## src/core/imdu_map.svh

```systemverilog
`ifndef IMDU_MAP_SVH
`define IMDU_MAP_SVH
// ==========================================================
// register addresses
`define IMDU_ADDR_SRC_LO   16'hff80
`define IMDU_ADDR_SRC_HI   16'hff81
`define IMDU_ADDR_DLO_LO   16'hff82
`define IMDU_ADDR_DLO_HI   16'hff83
`define IMDU_ADDR_DHI_LO   16'hff84
`define IMDU_ADDR_DHI_HI   16'hff85
`define IMDU_ADDR_CTRL     16'hff86
// ==========================================================
// control register bit positions
`define IMDU_BIT_START     0
`define IMDU_BIT_ZERO      1
`define IMDU_BIT_OVF       2
`define IMDU_BIT_NEG       3
// ==========================================================
// timing and reset values
`define IMDU_OP_CYCLES     4'ha
`define IMDU_CNT_ZERO      4'h0
`define IMDU_NIB_ZERO      4'h0
`endif

```

## src/core/imdu_pkg.sv

```systemverilog
// ==========================================================
// types of the multiply/divide unit
package imdu_pkg;
   typedef enum logic [0:0] {
      IMDU_IDLE = 1'b0,
      IMDU_BUSY = 1'b1
   } imdu_state_t;
endpackage

```

## src/core/imdu_unit.sv

```systemverilog
// Overview of operation
// RULE1 - operands split into nibbles, low nibble at lower address
// RULE2 - source register is multiplier or divisor
// RULE3 - source register holds its value until rewritten
// RULE4 - any control write starts; 1 divides, 0 multiplies
// RULE5 - start bit reads 1 while running, 0 once results load
// RULE6 - low destination byte taken at start; done in ten cycles
// RULE7 - product low byte or quotient loads destination low byte
// RULE8 - division overflow leaves dividend low byte in place
// RULE9 - multiply ignores old high byte, loads product high byte
// RULE10 - divide takes high byte as dividend; remainder loaded after
// RULE11 - division overflow leaves dividend high byte in place
// RULE12 - negative flag shows result msb, read only
// RULE13 - overflow flag set on division overflow, cleared by multiply
// RULE14 - zero flag shows zero result, read only
// RULE15 - reset clears start bit and flags; data registers unreset
// RULE16 - cpu keeps off results and flags during the ten cycles
// RULE17 - all operands treated as unsigned
// RULE18 - multiply: negative is high byte bit 7, zero on 16-bit zero
// RULE19 - divide: negative is quotient bit 7, zero on zero quotient
// RULE20 - zero divisor counts as overflow, dividend kept
//
// Implementation choice: the strobed register port.
`timescale 1ns/100ps
`include "imdu_map.svh"
// ==========================================================
// programming model
//   the cpu sees seven nibble registers in a row; every byte is
//   split low nibble first, so a byte write takes two strobes
//   source operand: multiplier or divisor, kept between runs
//   destination low byte: multiplicand or low dividend byte
//   destination high byte: high dividend byte, unused by multiply
//   control nibble: bit 3 negative, bit 2 overflow, bit 1 zero,
//   bit 0 mode on write and busy on read
//   addresses outside the seven registers read zero and drop writes
//
// ==========================================================
// one operation, cycle by cycle
//   cycle 0   control write; the mode comes from wdata bit 0
//   edge 0    operands are copied into the working latches
//   cycle 1   busy rises and stays high for ten cycles
//   edge 10   result and flags load on the same edge
//   cycle 11  busy reads back low; results may be read
//   the latency is fixed and does not depend on the operands
//
// ==========================================================
// hazards the cpu must keep in mind
//   reads of the destination or the flags while busy return the
//   values from before the start; the unit does not flag this
//   a bus write to the destination on the load edge is lost,
//   because the result has priority on that edge
//   a control write while busy restarts the run with whatever
//   the destination holds at that moment
//   flag bits written through the control nibble are dropped;
//   only bit 0 of a control write has any effect
//   the data registers have no reset value, so software must
//   load all operands before the first run after power up
//
// ==========================================================
// division overflow
//   a quotient wider than eight bits, or a zero divisor, leaves
//   both destination bytes holding the dividend and raises the
//   overflow flag; negative and zero then follow the kept low byte
//   a wide quotient can still be formed by software in two runs:
//   high dividend byte first, its remainder carried into the
//   high byte of the second run beside the low dividend byte
//   the flags only describe the last of the two runs
//
// ==========================================================
// implementation notes
//   the arithmetic is one combinational multiply and divide on
//   the latched operands; the ten cycle sequencer only decides
//   when the result is taken, which keeps the timing simple at
//   the cost of a long combinational path through the divider
//   operands are latched so that bus writes during the run do
//   not disturb the result that the cpu will read back
//   only the sequencer, the flags and the read data are reset
//   clock enable low freezes every register, the read data too,
//   so a frozen run resumes exactly where it stopped
module imdu_unit (
   // clock, reset and enable
   input  wire logic        clock,
   input  wire logic        reset,
   input  wire logic        clock_enable,
   // register port
   input  wire logic [15:0] addr,
   input  wire logic [3:0]  wdata,
   input  wire logic        wr_strobe,
   input  wire logic        rd_strobe,
   output logic      [3:0]  rdata,
   // status
   output logic             busy
);
   // ==========================================================
   // state
   imdu_pkg::imdu_state_t state_reg;
   logic [7:0] source_operand_reg;
   logic [7:0] dest_low_byte_reg;
   logic [7:0] dest_high_byte_reg;
   logic [7:0] op_lo_reg;
   logic [7:0] op_hi_reg;
   logic [7:0] op_src_reg;
   logic       op_div_reg;
   logic [3:0] cnt_reg;
   logic       negative_flag_reg;
   logic       overflow_flag_reg;
   logic       zero_flag_reg;
   logic       done;
   logic       start;
   logic [15:0] product;
   logic [15:0] dividend;
   logic [15:0] quot_full;
   logic [7:0]  remainder;
   logic        div_ovf;

   // address match helper
   function automatic logic hit(input logic [15:0] a, input logic [15:0] ref_a);
      hit = (a == ref_a);
   endfunction

   assign start = clock_enable && wr_strobe && hit(addr, `IMDU_ADDR_CTRL); // [RULE4]
   assign done  = clock_enable && (state_reg == imdu_pkg::IMDU_BUSY) && (cnt_reg == `IMDU_OP_CYCLES - 4'h1);
   assign busy  = (state_reg == imdu_pkg::IMDU_BUSY);

   // ==========================================================
   // arithmetic on latched unsigned operands
   assign product   = op_lo_reg * op_src_reg;                       // [RULE17] [RULE2]
   assign dividend  = {op_hi_reg, op_lo_reg};                       // [RULE10]
   assign quot_full = (op_src_reg == 8'h00) ? 16'hffff : dividend / {8'h00, op_src_reg};
   assign remainder = (op_src_reg == 8'h00) ? 8'h00 : 8'((dividend % {8'h00, op_src_reg}));
   assign div_ovf   = (op_src_reg == 8'h00) || (quot_full[15:8] != 8'h00); // [RULE20]

   // ==========================================================
   // sequencer: ten cycles from start to load
   always_ff @(posedge clock) begin
      if (reset) begin
         state_reg <= imdu_pkg::IMDU_IDLE;                          // [RULE15]
         cnt_reg   <= `IMDU_CNT_ZERO;
      end else if (clock_enable) begin
         if (start) begin
            state_reg <= imdu_pkg::IMDU_BUSY;                       // [RULE5]
            cnt_reg   <= `IMDU_CNT_ZERO;
         end else if (done) begin
            state_reg <= imdu_pkg::IMDU_IDLE;                       // [RULE5] [RULE6]
         end else if (busy) begin
            cnt_reg <= cnt_reg + 4'h1;
         end
      end
   end

   // operand latch at start
   always_ff @(posedge clock) begin
      if (start) begin
         op_lo_reg  <= dest_low_byte_reg;                           // [RULE6]
         op_hi_reg  <= dest_high_byte_reg;                          // [RULE10]
         op_src_reg <= source_operand_reg;                          // [RULE2]
         op_div_reg <= wdata[`IMDU_BIT_START];                      // [RULE4]
      end
   end

   // ==========================================================
   // source register, no reset value
   always_ff @(posedge clock) begin
      if (clock_enable && wr_strobe) begin
         if (hit(addr, `IMDU_ADDR_SRC_LO))
            source_operand_reg[3:0] <= wdata;                       // [RULE1] [RULE3]
         if (hit(addr, `IMDU_ADDR_SRC_HI))
            source_operand_reg[7:4] <= wdata;                       // [RULE1]
      end
   end

   // destination registers: bus writes or result load
   always_ff @(posedge clock) begin
      if (done) begin
         if (!op_div_reg) begin
            dest_low_byte_reg  <= product[7:0];                     // [RULE7]
            dest_high_byte_reg <= product[15:8];                    // [RULE9]
         end else if (!div_ovf) begin
            dest_low_byte_reg  <= quot_full[7:0];                   // [RULE7]
            dest_high_byte_reg <= remainder;                        // [RULE10]
         end else begin
            dest_low_byte_reg  <= op_lo_reg;                        // [RULE8]
            dest_high_byte_reg <= op_hi_reg;                        // [RULE11]
         end
      end else if (clock_enable && wr_strobe) begin
         if (hit(addr, `IMDU_ADDR_DLO_LO)) dest_low_byte_reg[3:0]  <= wdata; // [RULE1]
         if (hit(addr, `IMDU_ADDR_DLO_HI)) dest_low_byte_reg[7:4]  <= wdata;
         if (hit(addr, `IMDU_ADDR_DHI_LO)) dest_high_byte_reg[3:0] <= wdata;
         if (hit(addr, `IMDU_ADDR_DHI_HI)) dest_high_byte_reg[7:4] <= wdata;
      end
   end

   // ==========================================================
   // flags, read only, updated with the result
   always_ff @(posedge clock) begin
      if (reset) begin
         negative_flag_reg <= 1'b0;                                 // [RULE15]
         overflow_flag_reg <= 1'b0;
         zero_flag_reg     <= 1'b0;
      end else if (done) begin
         if (!op_div_reg) begin
            negative_flag_reg <= product[15];                       // [RULE18] [RULE12]
            overflow_flag_reg <= 1'b0;                              // [RULE13]
            zero_flag_reg     <= (product == 16'h0000);             // [RULE18] [RULE14]
         end else if (!div_ovf) begin
            negative_flag_reg <= quot_full[7];                      // [RULE19] [RULE12]
            overflow_flag_reg <= 1'b0;                              // [RULE13]
            zero_flag_reg     <= (quot_full[7:0] == 8'h00);         // [RULE19] [RULE14]
         end else begin
            negative_flag_reg <= op_lo_reg[7];                      // [RULE19]
            overflow_flag_reg <= 1'b1;                              // [RULE13] [RULE20]
            zero_flag_reg     <= (op_lo_reg == 8'h00);              // [RULE19]
         end
      end
   end

   // ==========================================================
   // read data, one cycle after the strobe
   always_ff @(posedge clock) begin
      if (reset) begin
         rdata <= `IMDU_NIB_ZERO;
      end else if (clock_enable) begin
         rdata <= `IMDU_NIB_ZERO;
         if (rd_strobe) begin
            unique case (addr)
               `IMDU_ADDR_SRC_LO: rdata <= source_operand_reg[3:0];
               `IMDU_ADDR_SRC_HI: rdata <= source_operand_reg[7:4];
               `IMDU_ADDR_DLO_LO: rdata <= dest_low_byte_reg[3:0];
               `IMDU_ADDR_DLO_HI: rdata <= dest_low_byte_reg[7:4];
               `IMDU_ADDR_DHI_LO: rdata <= dest_high_byte_reg[3:0];
               `IMDU_ADDR_DHI_HI: rdata <= dest_high_byte_reg[7:4];
               `IMDU_ADDR_CTRL:   rdata <= {negative_flag_reg, overflow_flag_reg, zero_flag_reg, busy}; // [RULE5]
               default:           rdata <= `IMDU_NIB_ZERO;
            endcase
         end
      end
   end
endmodule // imdu_unit

```

## config.mk

```make
export PLATFORM = sky130hd
export DESIGN_NAME = imdu_unit
export DESIGN_NICKNAME = d
export VERILOG_FILES = /design/src/core/imdu_pkg.sv /design/src/core/imdu_unit.sv
export VERILOG_INCLUDE_DIRS = /design/src /design/src/core
export SDC_FILE = /design/constraint.sdc
export NUM_CORES = 1
export LEC_CHECK = 0
export ABC_AREA = 1
export CORE_MARGIN = 3
export CORE_UTILIZATION = 48
export DETAILED_ROUTE_END_ITERATION = 10
export DONT_BUFFER_PORTS = 1
export GPL_ROUTABILITY_DRIVEN = 0
export SETUP_SLACK_MARGIN = 0.5
export SLEW_MARGIN = 20
export SYNTH_ARGS = -nofsm -noshare
export SYNTH_HDL_FRONTEND = slang
export SYNTH_SLANG_ARGS = --single-unit
export TNS_END_PERCENT = 1
```

## constraint.sdc

```tcl
create_clock -name clock -period 31.7 [get_ports clock]
set_input_delay 1.585 -clock clock [delete_from_list [all_inputs] [get_ports clock]]
set_output_delay 1.585 -clock clock [all_outputs]
set_load 0.01 [all_outputs]
```

==> summary.txt <==
Flop pwr share -> 47.0%
First-pass GRT wire length -> 45.5 mm
I/O Pins -> 30
Clock transition at path regs -> 50 ps
Post-synth EDFFs -> 49
Post-synthesis sequential area ratio -> 15.8%
Fin. Hold Viols -> 0
Max_cap viols -> 0
Num CTS Buffers -> 9
CTS tree -> built
Crit Path Category -> register to register
CP endpoint kind -> register
Vias in the first global route -> 9373
Maximum fanout along the worst path -> 17
Status -> finished, final reports clean
Worst stage delay on the critical path -> 470 ps
Hold path start -> source_operand_reg[1]
Final wirelength -> 27.2 mm
Synthesized instance count -> 1583
Htree depth -> 3
Top cells by area, synth -> ha_1 (16%), nand2_1 (14%), edfxtp_1 (14%)
Tcrit/Tclk final -> 88.1%
Asr flop ratio synth -> 0%
Yosys warns -> 0
Vias per cell -> 5.35
Overflow left after global routing -> 0
Slew HR -> 46.4%
Worst Reg-to-Reg Cells -> 200
R2r endpoint -> dest_high_byte_reg[7]
Slew @ Worst Pin -> 796 ps
Post-route insts no fill -> 1852
Worst reg-to-reg setup slack -> 3770 ps
GRT Total Usage -> 22.6%
Sw Pwr -> 0.0000340 W
Most common cell in the synthesized netlist -> nand2_1
Ant diodes -> 0
Reg2reg start -> op_src_reg[0]
PwrDens -> 15.9 nW/um^2
Avg WL per Cell -> 14.7 um
Cell Area, Synth -> 10800 sq um
DRT iter0 DRCs -> 490
Worst hold path class -> register to register
Worst skew pair latency -> 330 ps
Initial antenna violation count -> 0
#FFs+latches synth -> 61
Clock share of power -> 51.6%
Multi-input gate area -> 7980 sq um
CORE AREA -> 22000 sq um
Commonest cells in the netlist -> nand2_1 (396), inv_1 (248), ha_1 (142), nand3_1 (99), o21ai_0 (79)
Die Width -> 156 um
Most used cell, CP -> nand2_1
Num Clock Sinks -> 61
Post-Syn Nets -> 1787
Die span in y -> 156 um
Largest net degree at the start of global routing -> 26
Worst path slowest cell -> edfxtp_1
Sw Share -> 18.6%
Sequential cell area -> 1710 sq um
Main synth FF type -> edfxtp_1
Crit path DAT -> 27990 ps
WHS Path Cells -> 0
Clock Path Buffers -> 2
Total negative slack -> 0 ps
Post-Route Skew -> 9.38 ps
Layout cell share with drive strength beyond 1 -> 9.86%
Int Pwr -> 0.000149 W
Leading area contributor after synthesis -> ha_1
Comb pwr share -> 1.4%
Via count -> 9910
IO Port Bufs -> 0
Max VDD drop -> 0.0000443 V
Fillers -> 2272
Max Clock Freq -> 35.8 MHz
Final worst slack -> 3770 ps
Final setup fails -> 0
Drt first pass iters -> 5
Post-place setup slack -> 2540 ps
Die area -> 24400 sq um
Syn avg cell area -> 6.85 sq um
DR DRC count -> 0
Min Clock Period, post-route -> 27930 ps
Root Driver -> clkbuf_16
Required @ worst endpoint -> 31760 ps
Share of the synthesized area in the top cell type -> 16.4%
Synth cell types -> 56
Initial Util -> 49.3%
Post-route ant nets -> 0
Setup crit start kind -> register
Detailed Place HPWL -> 22.2 mm
Leak -> 5.94 nW
Nets -> 1771
Num rows -> 54
Area grow syn2layout -> 6.00%
Hold Path End -> op_src_reg[1]
Placed cells -> 1822
RSZ-0062 raised after global routing -> false
Max Slew Vio Count -> 0
[layer usage]
metal | vias up | track usage, % | wire [um]
met5 | - | 0 | 0
met4 | 0 | 4.13 | 389
met3 | 29 | 1.91 | 788
met2 | 160 | 40.6 | 13200
met1 | 4557 | 29.9 | 12800
li1 | 5164 | - | -
[how the worst max path moves through the flow]
stage / to / start
after floorplan: dest_high_byte_reg[2] / op_src_reg[0]
after global placement: dest_high_byte_reg[7] / op_src_reg[0]
after detailed placement: dest_high_byte_reg[7] / op_src_reg[0]
after CTS: dest_high_byte_reg[7] / op_src_reg[0]
after global routing: dest_high_byte_reg[7] / op_src_reg[0]
final: dest_high_byte_reg[7] / op_src_reg[0]
[final cells by class]
class                      count  share of cell area [%]
inverter                     266                    8.79
tap                          280                    3.05
sequential                    61                    14.9
multi-input combinational   1209                    69.4
clock buffer                  11                    2.11
clock inverter                 5                   0.446
timing repair buffer          20                    1.31
[critical path: cells and delay by family, from the launching register on]
kind	cells	cell delay, ps
buf+inv	28	2910
compound gates	54	8520
flops	1	470
fa+ha+maj	16	4920
simple gates	102	10800
[cells by family (layout without fill, tap and decap cells)]
logic type               count (synthesis)  count (layout)  synth area share, %
AO/OA/AOI/OAI                          242             243                 13.2
adder cells (fa/ha/maj)                179             179                 23.2
AND/OR/NAND/NOR                        721             721                 31.4
XOR/XNOR                                66              66                 5.33
flip-flops                              61              61                 15.8
buffers and inverters                  314             302                 11.1
[power by group through the flow]
stage / Combinational [W] / Clock [W] / Sequential, W
finish: 0.00000255 / 0.0000945 / 0.0000860
global route: 0.00000288 / 0.0000990 / 0.0000859
CTS: 0.00000255 / 0.0000962 / 0.0000859
detailed placement: 0.00000253 / 0 / 0.0000875
global placement: 0.00000255 / 0 / 0.0000875
floorplan: 0.00000195 / 0 / 0.0000875
[timing repair]
| action | 4_1_cts | 5_1_grt |
|---|---|---|
| hold buffers | 0 | 0 |
| setup endpoints to repair | 0 | 10 |
| gates resized for setup | 0 | 20 |
| buffers inserted | 0 | 13 |
[metrics by stage]
step | total power (W) | area, sq um | util (%) | hold slack, ps
2_1_floorplan | 0.0000895 | 10800 | - | 426
3_3_place_gp | 0.0000900 | 11100 | 50.2 | 434
3_5_place_dp | 0.0000900 | 11100 | 50.2 | 439
4_1_cts | 0.000185 | 11300 | 51.5 | 450
5_1_grt | 0.000188 | 11500 | 52.2 | 461
6_report | 0.000183 | 11500 | 52.2 | 447
[placed cells by master, fill, tap and decap left out, drive strengths merged, types with 13 or more instances in the layout]
master,instances
a21oi,72
nand3,122
xor2,32
o21ai,105
nand4,26
edfxtp,49
ha,142
nor2,93
o21bai,15
a21o,16
nor4,13
nand2,425
nor3,22
inv,260
xnor2,34
buf,20
fa,37
(Power assumes the default switching activity.)
